### src/wrap_trig_pkg.sv
/*
 * Shared constants and types for the converter wrap and trigger select block.
 * Assumes a single clock domain and a plain register port with byte data.
 */
package wrap_trig_pkg;

    // ****************************************************************
    // Register offsets
    // ****************************************************************
    localparam logic [5:0] WRAP_CTRL_OFS    = 6'h00;
    localparam logic [5:0] TRIG_CTRL_OFS    = 6'h01;
    localparam logic [5:0] DIG_EN_HIGH_OFS  = 6'h0c;
    localparam logic [5:0] DIG_EN_LOW_OFS   = 6'h0d;
    localparam logic [5:0] PIN_HIGH_OFS     = 6'h0e;
    localparam logic [5:0] PIN_LOW_OFS      = 6'h0f;
    localparam logic [5:0] RESULT_BASE_OFS  = 6'h10;
    localparam logic [5:0] RESULT_LAST_OFS  = 6'h2f;

    // ****************************************************************
    // Field positions and reset values
    // ****************************************************************
    localparam int         TRIG_KIND_BIT    = 7;
    localparam logic [7:0] WRAP_CTRL_RST    = 8'h0f;
    localparam logic [7:0] TRIG_CTRL_RST    = 8'h00;
    localparam logic [7:0] DIG_EN_RST       = 8'h00;
    localparam logic [7:0] PIN_DISABLED_VAL = 8'h00;
    localparam logic [3:0] DED_TRIG_LAST    = 4'h3;

    typedef struct packed {
        logic       wr;
        logic       rd;
        logic [5:0] addr;
        logic [7:0] wdata;
    } reg_req_t;

    typedef struct packed {
        logic       trig_source_kind;
        logic [3:0] trig_channel_field;
    } trig_cfg_t;

endpackage : wrap_trig_pkg

### src/adc_wrap_and_trigger_select.sv
/*
 * Wrap-around channel counter, external trigger source select, digital
 * input enables, pin level readback and result register byte layout.
 * Assumes analog pins and trigger inputs are asynchronous, results arrive
 * from the conversion core on mclk, and the register master never waits.
 */
module adc_wrap_and_trigger_select #(
    parameter int N_CH      = 16,
    parameter int RES_W     = 10,
    parameter bit HAS_DEDTR = 1'b1
) (
    input  wire logic                   mclk,
    input  wire logic                   reset_n,
    input  wire logic                   reg_wr,
    input  wire logic                   reg_rd,
    input  wire logic [5:0]             reg_addr,
    input  wire logic [7:0]             reg_wdata,
    output logic      [7:0]             reg_rdata,
    input  wire logic [N_CH-1:0]        analog_pin_level,
    input  wire logic [3:0]             dedicated_trigger_inputs,
    input  wire logic                   multi_channel_mode,
    input  wire logic                   seq_start,
    input  wire logic                   conv_done,
    input  wire logic                   eight_bit_mode,
    input  wire logic [RES_W-1:0]       conv_result,
    output logic                        seq_active,
    output logic                        seq_abort,
    output logic      [3:0]             conv_channel,
    output logic                        ext_trigger
);

    // ****************************************************************
    // Request bundle and decode
    // ****************************************************************
    wrap_trig_pkg::reg_req_t req;
    assign req = '{wr: reg_wr, rd: reg_rd, addr: reg_addr, wdata: reg_wdata};


    // ****************************************************************
    // Write decode
    // ****************************************************************
    logic       wr_wrap;
    logic       wr_trig;
    logic       wr_den_h;
    logic       wr_den_l;

    always_comb begin
        wr_wrap  = 1'b0;
        wr_trig  = 1'b0;
        wr_den_h = 1'b0;
        wr_den_l = 1'b0;
        if (req.wr) begin
            if (req.addr == wrap_trig_pkg::WRAP_CTRL_OFS) begin
                wr_wrap = 1'b1;
            end else if (req.addr == wrap_trig_pkg::TRIG_CTRL_OFS) begin
                wr_trig = 1'b1;
            end else if (req.addr == wrap_trig_pkg::DIG_EN_HIGH_OFS) begin
                wr_den_h = 1'b1;
            end else if (req.addr == wrap_trig_pkg::DIG_EN_LOW_OFS) begin
                wr_den_l = 1'b1;
            end
        end
    end

    // ****************************************************************
    // Control registers
    // ****************************************************************
    logic [3:0]  wrap_sel_reg;
    wrap_trig_pkg::trig_cfg_t trig_cfg_reg;
    logic [15:0] dig_en_reg;

    always_ff @(posedge mclk or negedge reset_n) begin
        if (!reset_n) begin
            wrap_sel_reg <= wrap_trig_pkg::WRAP_CTRL_RST[3:0];
        end else if (wr_wrap) begin
            wrap_sel_reg <= req.wdata[3:0];
        end
    end

    always_ff @(posedge mclk or negedge reset_n) begin
        if (!reset_n) begin
            trig_cfg_reg <= '{trig_source_kind:
                                  wrap_trig_pkg::TRIG_CTRL_RST[wrap_trig_pkg::TRIG_KIND_BIT],
                              trig_channel_field: wrap_trig_pkg::TRIG_CTRL_RST[3:0]};
        end else if (wr_trig) begin
            // Bit is always stored, even without dedicated inputs
            trig_cfg_reg <= '{trig_source_kind: req.wdata[wrap_trig_pkg::TRIG_KIND_BIT],
                              trig_channel_field: req.wdata[3:0]};
        end
    end

    always_ff @(posedge mclk or negedge reset_n) begin
        if (!reset_n) begin
            dig_en_reg <= {wrap_trig_pkg::DIG_EN_RST, wrap_trig_pkg::DIG_EN_RST};
        end else begin
            if (wr_den_h) begin
                dig_en_reg[15:8] <= req.wdata;
            end
            if (wr_den_l) begin
                dig_en_reg[7:0] <= req.wdata;
            end
        end
    end

    // ****************************************************************
    // Pin synchronisers
    // ****************************************************************
    logic [N_CH-1:0] pin_s1_reg;
    logic [N_CH-1:0] pin_s2_reg;
    logic [3:0]      ded_s1_reg;
    logic [3:0]      ded_s2_reg;

    always_ff @(posedge mclk or negedge reset_n) begin
        if (!reset_n) begin
            pin_s1_reg <= '0;
            pin_s2_reg <= '0;
        end else begin
            pin_s1_reg <= analog_pin_level;
            pin_s2_reg <= pin_s1_reg;
        end
    end

    // Kept apart so the trigger inputs can be left out on their own
    always_ff @(posedge mclk or negedge reset_n) begin
        if (!reset_n) begin
            ded_s1_reg <= '0;
            ded_s2_reg <= '0;
        end else begin
            ded_s1_reg <= dedicated_trigger_inputs;
            ded_s2_reg <= ded_s1_reg;
        end
    end

    // ****************************************************************
    // Pin level readback
    // ****************************************************************
    logic [15:0] pin_view;
    genvar g;
    generate
        for (g = 0; g < 16; g++) begin : g_pin
            if (g < N_CH) begin : g_live
                assign pin_view[g] = dig_en_reg[g] ? pin_s2_reg[g]
                                   : wrap_trig_pkg::PIN_DISABLED_VAL[g % 8];
            end else begin : g_none
                assign pin_view[g] = wrap_trig_pkg::PIN_DISABLED_VAL[g % 8];
            end
        end
    endgenerate

    // ****************************************************************
    // Trigger source select
    // ****************************************************************
    logic use_dedicated;
    logic ext_trigger_next;
    assign use_dedicated = HAS_DEDTR && trig_cfg_reg.trig_source_kind;

    always_comb begin
        ext_trigger_next = 1'b0;
        if (!use_dedicated) begin
            ext_trigger_next = pin_s2_reg[trig_cfg_reg.trig_channel_field];
        end else if (trig_cfg_reg.trig_channel_field <= wrap_trig_pkg::DED_TRIG_LAST) begin
            ext_trigger_next = ded_s2_reg[trig_cfg_reg.trig_channel_field[1:0]];
        end
        // Reserved codes give a trigger that never fires
    end

    always_ff @(posedge mclk or negedge reset_n) begin
        if (!reset_n) begin
            ext_trigger <= 1'b0;
        end else begin
            ext_trigger <= ext_trigger_next;
        end
    end

    // ****************************************************************
    // Sequence control and channel counter
    // ****************************************************************
    typedef enum logic [1:0] {
        SEQ_IDLE = 2'b01,
        SEQ_RUN  = 2'b10
    } seq_state_t;

    seq_state_t seq_reg;
    logic       abort_now;
    logic [3:0] last_ch;
    assign abort_now = wr_wrap || wr_trig;
    // Zero is reserved; treated as wrap after channel 0 to avoid a stuck counter
    assign last_ch   = wrap_sel_reg;

    always_ff @(posedge mclk or negedge reset_n) begin
        if (!reset_n) begin
            seq_reg <= SEQ_IDLE;
        end else begin
            case (seq_reg)
                SEQ_IDLE: begin
                    // Abort beats a start in the same cycle
                    if (seq_start && !abort_now) begin
                        seq_reg <= SEQ_RUN;
                    end
                end
                SEQ_RUN: begin
                    if (abort_now) begin
                        seq_reg <= SEQ_IDLE;
                    end
                end
                default: begin
                    seq_reg <= SEQ_IDLE;
                end
            endcase
        end
    end

    // ****************************************************************
    // Abort pulse
    // ****************************************************************
    always_ff @(posedge mclk or negedge reset_n) begin
        if (!reset_n) begin
            seq_abort <= 1'b0;
        end else begin
            seq_abort <= abort_now && (seq_reg == SEQ_RUN);
        end
    end

    assign seq_active = (seq_reg == SEQ_RUN);

    // ****************************************************************
    // Channel counter
    // ****************************************************************
    always_ff @(posedge mclk or negedge reset_n) begin
        if (!reset_n) begin
            conv_channel <= 4'h0;
        end else if (seq_reg == SEQ_IDLE || abort_now) begin
            conv_channel <= 4'h0;
        end else if (conv_done && multi_channel_mode) begin
            if (conv_channel >= last_ch) begin
                conv_channel <= 4'h0;
            end else begin
                conv_channel <= conv_channel + 4'h1;
            end
        end
    end

    // ****************************************************************
    // Result layout
    // ****************************************************************
    logic [15:0] result_fmt;
    assign result_fmt = eight_bit_mode ? {conv_result[7:0], 8'h00}
                                       : {conv_result[9:0], 6'h00};

    // ****************************************************************
    // Result storage
    // ****************************************************************
    logic [15:0] result_mem [0:15];
    logic        store_en;
    // A control write drops the result that lands in the same cycle
    assign store_en = conv_done && (seq_reg == SEQ_RUN) && !abort_now;

    genvar r;
    generate
        for (r = 0; r < 16; r++) begin : g_res
            always_ff @(posedge mclk or negedge reset_n) begin
                if (!reset_n) begin
                    result_mem[r] <= 16'h0000;
                end else if (store_en && (conv_channel == 4'(r))) begin
                    result_mem[r] <= result_fmt;
                end
            end
        end
    endgenerate

    // ****************************************************************
    // Read path
    // ****************************************************************
    logic [7:0]  ctrl_rdata;
    logic [7:0]  res_rdata;
    logic [7:0]  rdata_next;
    logic        res_hit;
    logic [4:0]  res_idx;
    logic [15:0] res_word;
    assign res_idx  = 5'(req.addr - wrap_trig_pkg::RESULT_BASE_OFS);
    assign res_hit  = (req.addr >= wrap_trig_pkg::RESULT_BASE_OFS)
                      && (req.addr <= wrap_trig_pkg::RESULT_LAST_OFS);
    assign res_word = result_mem[res_idx[4:1]];

    // Control, enable and pin registers
    always_comb begin
        ctrl_rdata = 8'h00;
        if (req.addr == wrap_trig_pkg::WRAP_CTRL_OFS) begin
            ctrl_rdata = {4'h0, wrap_sel_reg};
        end else if (req.addr == wrap_trig_pkg::TRIG_CTRL_OFS) begin
            ctrl_rdata = {trig_cfg_reg.trig_source_kind, 3'b000,
                          trig_cfg_reg.trig_channel_field};
        end else if (req.addr == wrap_trig_pkg::DIG_EN_HIGH_OFS) begin
            ctrl_rdata = dig_en_reg[15:8];
        end else if (req.addr == wrap_trig_pkg::DIG_EN_LOW_OFS) begin
            ctrl_rdata = dig_en_reg[7:0];
        end else if (req.addr == wrap_trig_pkg::PIN_HIGH_OFS) begin
            ctrl_rdata = pin_view[15:8];
        end else if (req.addr == wrap_trig_pkg::PIN_LOW_OFS) begin
            ctrl_rdata = pin_view[7:0];
        end
    end

    // Even offset high byte, odd offset low byte
    always_comb begin
        res_rdata = 8'h00;
        if (res_hit) begin
            if (res_idx[0]) begin
                res_rdata = res_word[7:0];
            end else begin
                res_rdata = res_word[15:8];
            end
        end
    end

    // Unmapped offsets fall through to zero
    assign rdata_next = res_hit ? res_rdata : ctrl_rdata;

    // ****************************************************************
    // Read data register
    // ****************************************************************

    always_ff @(posedge mclk or negedge reset_n) begin
        if (!reset_n) begin
            reg_rdata <= 8'h00;
        end else if (req.rd) begin
            reg_rdata <= rdata_next;
        end else begin
            reg_rdata <= 8'h00;
        end
    end

endmodule : adc_wrap_and_trigger_select

### config.mk
export PLATFORM = sky130hd
export DESIGN_NAME = adc_wrap_and_trigger_select
export DESIGN_NICKNAME = d
export VERILOG_FILES = /design/src/wrap_trig_pkg.sv /design/src/adc_wrap_and_trigger_select.sv
export SDC_FILE = /design/constraint.sdc
export NUM_CORES = 1
export LEC_CHECK = 0
export ABC_AREA = 1
export ABC_CLOCK_PERIOD_IN_PS = 1500
export BUFFER_PORTS_ARGS = -buffer_cell sky130_fd_sc_hd__buf_2
export CAP_MARGIN = 20
export CORE_MARGIN = 1.5
export CORE_UTILIZATION = 55
export CTS_CLUSTER_DIAMETER = 50
export CTS_CLUSTER_SIZE = 40
export DETAILED_ROUTE_END_ITERATION = 10
export PLACE_DENSITY_LB_ADDON = 0.12
export SLEW_MARGIN = 25
export SYNTH_ARGS = -nofsm -noshare
export SYNTH_HDL_FRONTEND = slang
export SYNTH_SLANG_ARGS = --single-unit
### constraint.sdc
create_clock -name mclk -period 1.5 [get_ports mclk]
set_input_delay 0 -clock mclk [delete_from_list [all_inputs] [get_ports mclk]]
set_output_delay 0 -clock mclk [all_outputs]
set_load 0.005 [all_outputs]
==> metrics.log, run 1 <==
[metrics] result of the run: finished, violations left
[metrics] violated checks: hold timing, setup timing
[metrics] maximum clock skew at final layout: 29.8 ps
[metrics] least setup slack across all paths after layout: -23.9 ps
[metrics] number of fillers in the final layout: 1589
[metrics] reported max-cap violation count: 0
[metrics] Final setup violation count: 7
[metrics] Slowest Stage Delay on Critical Path: 390 ps
[metrics] yosys synthesis warning count: 0
[metrics] achievable clock frequency: 656 MHz
[metrics] total wire length after detailed routing: 31600 microns
[metrics] worst setup path category: reg -> reg
[metrics] dominant cells by area after synthesis: dfrtp_1 (51%), nand2_1 (13%), nand3_1 (5.1%)
[metrics] RSZ-0062 raised after global routing: yes
[metrics] max-slew violation count: 0
[metrics] dpl cells: 1686
[metrics] Sinks on Clock Net: 241
[metrics] CTS tree: done
[metrics] number of buffers on the longest clock path: 3
[metrics] setup slack after placement: -263 ps
[metrics] arrival time at the worst endpoint: 1920 ps
[metrics] via count of the routed design: 9789
[metrics] ordered cell list for the critical path: nor2_4 -> nand2_4 -> nor2_8 -> nand4_1 -> buf_6 -> buf_8 -> nand2_1 -> o21ai_0
[metrics] library cell contributing the largest single delay on the critical path: dfstp_2
[metrics] floorplan row count: 52
[metrics] clock insertion delay at the later pin of the skew report: 550 ps
[metrics] final weighted congestion in routability-driven placement: 0.935
[metrics] Worst Path Max Fanout: 10
[metrics] Crit Reg-Reg Startpoint: seq_reg[0]
[metrics] estimated wirelength of the detail-placed design: 20400 microns
[metrics] clock edge transition at the registers on the reported setup and hold paths: 70 ps
[metrics] worst setup path start: seq_reg[0]
[metrics] I/O pins: 67
[metrics] post-synthesis cell type count: 37
[metrics] total of hold buffers inserted after clock tree synthesis: 42
[metrics] Setup crit start kind: register
[metrics] Yosys top cell area share: 51.5%
[metrics] number of nets in the synthesized netlist: 1395
[metrics] biggest area consumer among synthesized cells: dfrtp_1
[metrics] pin count of the biggest net entering global routing: 48
[metrics] total negative slack: -77.3 ps
[metrics] final period utilization: 102%
[metrics] global-route congestion overflow total: 0
[metrics] Detail Route Antenna Nets: 0
[metrics] Leakage: 6.83 nW
[metrics] worst IR drop on VDD: 850 uV
[metrics] combined area of all synthesized cells: 11500 sq um
[metrics] final cell count without fillers: 1787
[metrics] Worst R2R Path Depth: 8
[metrics] Area growth syn-to-layout: 25.3%
[metrics] fin crit period: 1520 ps
[metrics] DRC violation total after the first TritonRoute iteration: 697
[metrics] DRC: 0
[metrics] worst min-delay path class: in -> async
[metrics] vias in the first global route: 9390
[metrics] commonest non-fill, non-tap cell in the layout: nand2_1
[metrics] Worst setup EP type: register
[metrics] die area: 21700 sq um
[metrics] Routed WL per cell: 17.7 microns
[metrics] drt first pass iters: 5
[metrics] global-route wire length before repair: 50000 microns
[metrics] net count reported at finish: 1558
[metrics] standard cell core area: 20400 sq um
[metrics] average footprint of a synthesized cell: 8.60 sq um
[metrics] sequential cell area fraction in the yosys report: 52.6%
[metrics] GRT Util Overall: 29.5%
[metrics] count of endpoints failing hold in the final timing report: 32
[metrics] total of buffers placed on input and output ports: 66
[metrics] P per Cell Area: 1170 nW/um^2
[metrics] Syn Inst Count: 1334
[metrics] effective utilization at floorplan: 56.4%
[metrics] Inserted Clock Buffers: 26
[metrics] worst slew margin relative to its limit: 46.8%
[metrics] worst-margin pin slew: 798 ps
[metrics] die width: 147 microns
[metrics] Clk Tree Root Cell: clkbuf_16
[metrics] H-tree level count: 1
[metrics] vias per inst: 5.48
[metrics] hold slack: -48.0 ps
[metrics] commonest non-fill, non-tap cells in the layout: nand2_1 (377), dfrtp_1 (234), nand3_1 (115)
[metrics] register with the highest flop count: result_mem
[metrics] Largest register FFs: 160
[metrics] overall die height: 147 microns
[metrics] antenna violations before repair: 0
[metrics] Inserted Diodes: 0
[metrics] fraction of final layout cells sized beyond drive strength 1: 25.7%
[metrics] FF+latch count, synth: 241
[metrics] data required time at the worst endpoint: 1900 ps
## where the power goes
group          switching (mW)  internal (mW)
combinational            1.55           1.07
clock                    2.99           3.71
sequential              0.385           7.13
total                    4.92           11.9
## path summary, 6_finish.rpt
path | to | slack, ps
max | result_mem[9] | -20
min | result_mem[172] | -50
max reg2reg | result_mem[9] | -20
min reg2reg | pin_s2_reg[15] | 350
max in group asynchronous | result_mem[205] | 420
min in group mclk | result_mem[124] | 30
## Yosys cell counts
master     count
nand2_1      410
dfrtp_1      236
nand3_1      116
o21ai_0      107
inv_1         91
nor2_1        63
o21ai_1       59
o21ai_2       45
clkbuf_1      33
nand2_2       31
buf_2         23
a21oi_1       17
buf_6         16
ha_1           9
mux2i_1        8
nand4_1        8
o211ai_1       7
buf_1          6
nand4_4        6
o2111ai_1      6
dfstp_2        5
o22ai_1        5
buf_4          4
nand3_4        4
nand2_4        3
clkinv_1       2
nor2_2         2
nor2_4         2
xor2_1         2
a211oi_1       1
buf_12         1
clkinv_4       1
inv_2          1
nand2_8        1
nand3_2        1
nor2_8         1
or2_2          1
## final cells by class
cell class / instances / area [sq um] / share of cell area, %
clock inverter: 19 / 224 / 1.56
inverter: 95 / 368 / 2.56
multi-input combinational: 920 / 4890 / 34.0
clock buffer: 29 / 693 / 4.82
tap: 270 / 338 / 2.35
timing repair buffer: 213 / 1820 / 12.7
sequential: 241 / 6040 / 42.0
## logic make-up (layout without fill, tap and decap cells)
| kind of cell | after synthesis | after routing | synth area share (%) |
|---|---|---|---|
| compound gates | 247 | 247 | 12.7 |
| buf+inv | 178 | 356 | 7.43 |
| fa+ha+maj | 9 | 9 | 0.981 |
| flops | 241 | 241 | 52.6 |
| simple gates | 649 | 654 | 25.5 |
| mux | 8 | 8 | 0.698 |
| xor+xnor | 2 | 2 | 0.153 |
## worst max-delay path, delay by kind of cell, from the launching register on
kind / cells / cell delay (ps)
DFF: 1 / 390
AOI/OAI and AO/OA: 1 / 70
and+or+nand+nor: 5 / 600
buffers and inverters: 2 / 300
## metal layers
layer  vias to the layer above  wire length [microns]  part of all wire [%]  GRT usage (%)
met5                         -                      0                     0              0
met4                         0                    909                   2.9           8.65
met3                        71                   1910                   6.1           4.44
met2                       304                  14900                    47           47.2
met1                      4733                  13900                    44           42.1
li1                       4681                      -                     -              -
## metrics by stage
step                power, mW  instance area, sq um  utilization, %
finish                   16.8                 14400            70.6
global placement         9.87                 12700            62.3
global route             17.6                 14400            70.6
CTS                      16.8                 14200            69.5
detailed placement       9.94                 12700            62.3
floorplan                8.94                 11600               -
## what timing repair did
item	4_1_cts	5_1_grt
cloned	5	2
setup buffers	1	3
endpoints found under the hold margin	321	29
pin swaps	7	4
setup endpoints to repair	162	180
gates resized for setup	18	65
Note: power is estimated with default switching activity, not from simulation.
==> run 2: changes to the inputs <==
--- a/config.mk
+++ b/config.mk
@@ -9,8 +9,10 @@
 export ABC_CLOCK_PERIOD_IN_PS = 1500
 export BUFFER_PORTS_ARGS = -buffer_cell sky130_fd_sc_hd__buf_2
 export CAP_MARGIN = 20
+export CELL_PAD_IN_SITES_DETAIL_PLACEMENT = 1
+export CELL_PAD_IN_SITES_GLOBAL_PLACEMENT = 1
 export CORE_MARGIN = 1.5
-export CORE_UTILIZATION = 55
+export CORE_UTILIZATION = 42
 export CTS_CLUSTER_DIAMETER = 50
 export CTS_CLUSTER_SIZE = 40
 export DETAILED_ROUTE_END_ITERATION = 10
==> run 2 against run 1 <==
Effect of this change: the run ends with setup timing left; clock skew decreased by 13 ps; setup slack got worse by 45 ps; utilization shrank 14 points; clock-buffer cell count rose by 11; clock power grew 27%; largest power group is now the clock network.
==> metrics.log, run 2 (same netlist as run 1, synthesis figures left out) <==
[metrics] arrival time at the worst endpoint: 1960 ps (was 1920 ps)
[metrics] Final setup violation count: 26 (was 7)
[metrics] worst min-delay path class: in -> reg (was in -> async)
[metrics] via count of the routed design: 10200 (was 9789)
[metrics] final period utilization: 105% (was 102%)
[metrics] clock edge transition at the registers on the reported setup and hold paths: 70 ps (about the same)
[metrics] achievable clock frequency: 637 MHz (was 656 MHz)
[metrics] Inserted Clock Buffers: 35 (was 26)
[metrics] Routed WL per cell: 20.7 microns (was 17.7 microns)
[metrics] power share of the combinational group: 15.5% (about the same)
[metrics] standard cell core area: 26900 sq um (was 20400 sq um)
[metrics] fin crit period: 1570 ps (was 1520 ps)
[metrics] clock insertion delay at the later pin of the skew report: 510 ps (was 550 ps)
[metrics] global-route wire length before repair: 59900 microns (was 50000 microns)
[metrics] worst-margin pin slew: 481 ps (was 798 ps)
[metrics] RSZ-0062 raised after global routing: yes (unchanged)
[metrics] total of buffers placed on input and output ports: 66 (unchanged)
[metrics] switching power: 5.56 mW (was 4.92 mW)
[metrics] Final Cell Area: 15200 sq um (was 14400 sq um)
[metrics] hold_sp: conv_result[6]
[metrics] data required time at the worst endpoint: 1890 ps (was 1900 ps)
[metrics] register with the highest flop count: result_mem (unchanged)
[metrics] worst IR drop on VDD: 877 uV (was 850 uV)
[metrics] Inserted Diodes: 0 (unchanged)
[metrics] H-tree level count: 2 (was 1)
[metrics] clock network fraction of design power: 44.8% (was 39.8%)
[metrics] estimated wirelength of the detail-placed design: 24200 microns (was 20400 microns)
[metrics] Area growth syn-to-layout: 32.6% (was 25.3%)
[metrics] Leakage: 7.15 nW (was 6.83 nW)
[metrics] commonest non-fill, non-tap cell in the layout: nand2_1 (unchanged)
[metrics] total negative slack: -665 ps (was -77.3 ps)
[metrics] commonest non-fill, non-tap cells in the layout: nand2_1 (371), dfrtp_1 (232), nand3_1 (116) (was nand2_1 (377), dfrtp_1 (234), nand3_1 (115))
[metrics] vias per inst: 5.38 (was 5.48)
[metrics] Setup crit start kind: register (unchanged)
[metrics] count of endpoints failing hold in the final timing report: 0 (was 32)
[metrics] DRC violation total after the first TritonRoute iteration: 816 (was 697)
[metrics] cell-internal power: 13.4 mW (was 11.9 mW)
[metrics] Worst setup EP type: register (unchanged)
[metrics] Detail Route Antenna Nets: 0 (unchanged)
[metrics] global-route congestion overflow total: 0 (unchanged)
[metrics] reported max-cap violation count: 0 (unchanged)
[metrics] die area: 28300 sq um (was 21700 sq um)
[metrics] vias in the first global route: 10500 (was 9390)
[metrics] violated checks: setup timing (was hold timing, setup timing)
[metrics] final weighted congestion in routability-driven placement: 0.868 (was 0.935)
[metrics] net count reported at finish: 1586 (was 1558)
[metrics] GRT Util Overall: 27.5% (was 29.5%)
[metrics] drt first pass iters: 5 (unchanged)
[metrics] number of fillers in the final layout: 3119 (was 1589)
[metrics] Crit Reg-Reg Startpoint: last_ch[2] (was seq_reg[0])
[metrics] cell area reported after detailed placement: 13000 sq um (was 12700 sq um)
[metrics] Largest register FFs: 160 (unchanged)
[metrics] worst setup path category: reg -> reg (unchanged)
[metrics] Clk Tree Root Cell: clkbuf_16 (unchanged)
[metrics] pin count of the biggest net entering global routing: 55 (was 48)
[metrics] Sinks on Clock Net: 241 (unchanged)
[metrics] P per Cell Area: 1250 nW/um^2 (was 1170 nW/um^2)
[metrics] setup slack after placement: -318 ps (was -263 ps)
[metrics] worst slew margin relative to its limit: 67.9% (was 46.8%)
[metrics] overall die height: 168 microns (was 147 microns)
[metrics] least setup slack across all paths after layout: -68.7 ps (was -23.9 ps)
[metrics] I/O pins: 67 (unchanged)
[metrics] floorplan row count: 60 (was 52)
[metrics] die width: 168 microns (was 147 microns)
[metrics] maximum clock skew at final layout: 17.1 ps (was 29.8 ps)
[metrics] total wire length after detailed routing: 39200 microns (was 31600 microns)
[metrics] fraction of final layout cells sized beyond drive strength 1: 28.4% (was 25.7%)
[metrics] effective utilization at floorplan: 42.7% (was 56.4%)
[metrics] final cell count without fillers: 1892 (was 1787)
[metrics] post-layout total power: 19.0 mW (was 16.8 mW)
[metrics] max-slew violation count: 0 (unchanged)
[metrics] CTS tree: done (unchanged)
[metrics] dpl cells: 1764 (was 1686)
[metrics] result of the run: finished, violations left (unchanged)
[metrics] antenna violations before repair: 0 (unchanged)
[metrics] Flop pwr share: 39.7% (was 44.7%)
[metrics] Worst Path Max Fanout: 4 (was 10)
[metrics] sw frac: 29.3% (about the same)
[metrics] worst setup path start: last_ch[2] (was seq_reg[0])
[metrics] DRC: 0 (unchanged)
[metrics] number of buffers on the longest clock path: 3 (unchanged)
==> run 2: stage by stage <==
stage	hold slack, ps	util, %
after floorplan	-296	-
after global routing	24.9	56.6
after CTS	3.57	55.2
after detailed placement	-35.0	48.4
final	13.0	56.6
after global placement	-35.1	48.4
==> run 2: worst paths after layout <==
kind	to	slack [ps]	cells past startpoint
setup / recovery	conv_channel[0]	-70	6
hold / removal	result_mem[142]	10	4
setup reg to reg	conv_channel[0]	-70	6
hold reg to reg	pin_s2_reg[13]	350	0
max in group asynchronous	last_ch[0]	770	3
min in group asynchronous	result_mem[251]	20	2
==> run 2: routing by layer <==
metal	routed length [microns]	track usage [%]	up-vias	part of all wire, %
met5	0	0	-	0
met4	881	8.11	0	2.2
met3	1820	4.23	59	4.6
met2	18500	44.5	250	47
met1	18000	38.2	5122	46
li1	-	-	4749	-
==> run 2: timing repair <==
action	in CTS	in global routing
setup endpoints to repair	164	152
pin swaps	8	8
endpoints found under the hold margin	307	0
cloned	5	9
gates resized for setup	33	104
hold buffers	37	0
buffers inserted	6	9
==> run 2: critical path, stage by stage, from the launching register on <==
cell and delay [ps]:
dfstp_2 560, inv_1 70, ha_1 320, nand2_1 80, o211ai_1 170, buf_4 170
o22ai_2 80
==> run 2: power by group through the flow <==
stage               clock (mW)  combinational, mW  sequential [mW]
detailed placement           0               2.58             7.60
CTS                       8.63               2.84             7.51
finish                    8.50               2.94             7.54
global placement             0               2.49             7.59
global route              8.92               3.26             7.60
floorplan                    0               1.44             7.50
==> run 2: cell type report <==
| cell class | count | area (sq um) | area share, % |
|---|---|---|---|
| clock buffer | 40 | 947 | 6.23 |
| clock inverter | 23 | 273 | 1.79 |
| inverter | 95 | 373 | 2.45 |
| multi-input combinational | 921 | 4970 | 32.7 |
| sequential | 241 | 6040 | 39.7 |
| tap | 341 | 427 | 2.80 |
| timing repair buffer | 231 | 2180 | 14.3 |
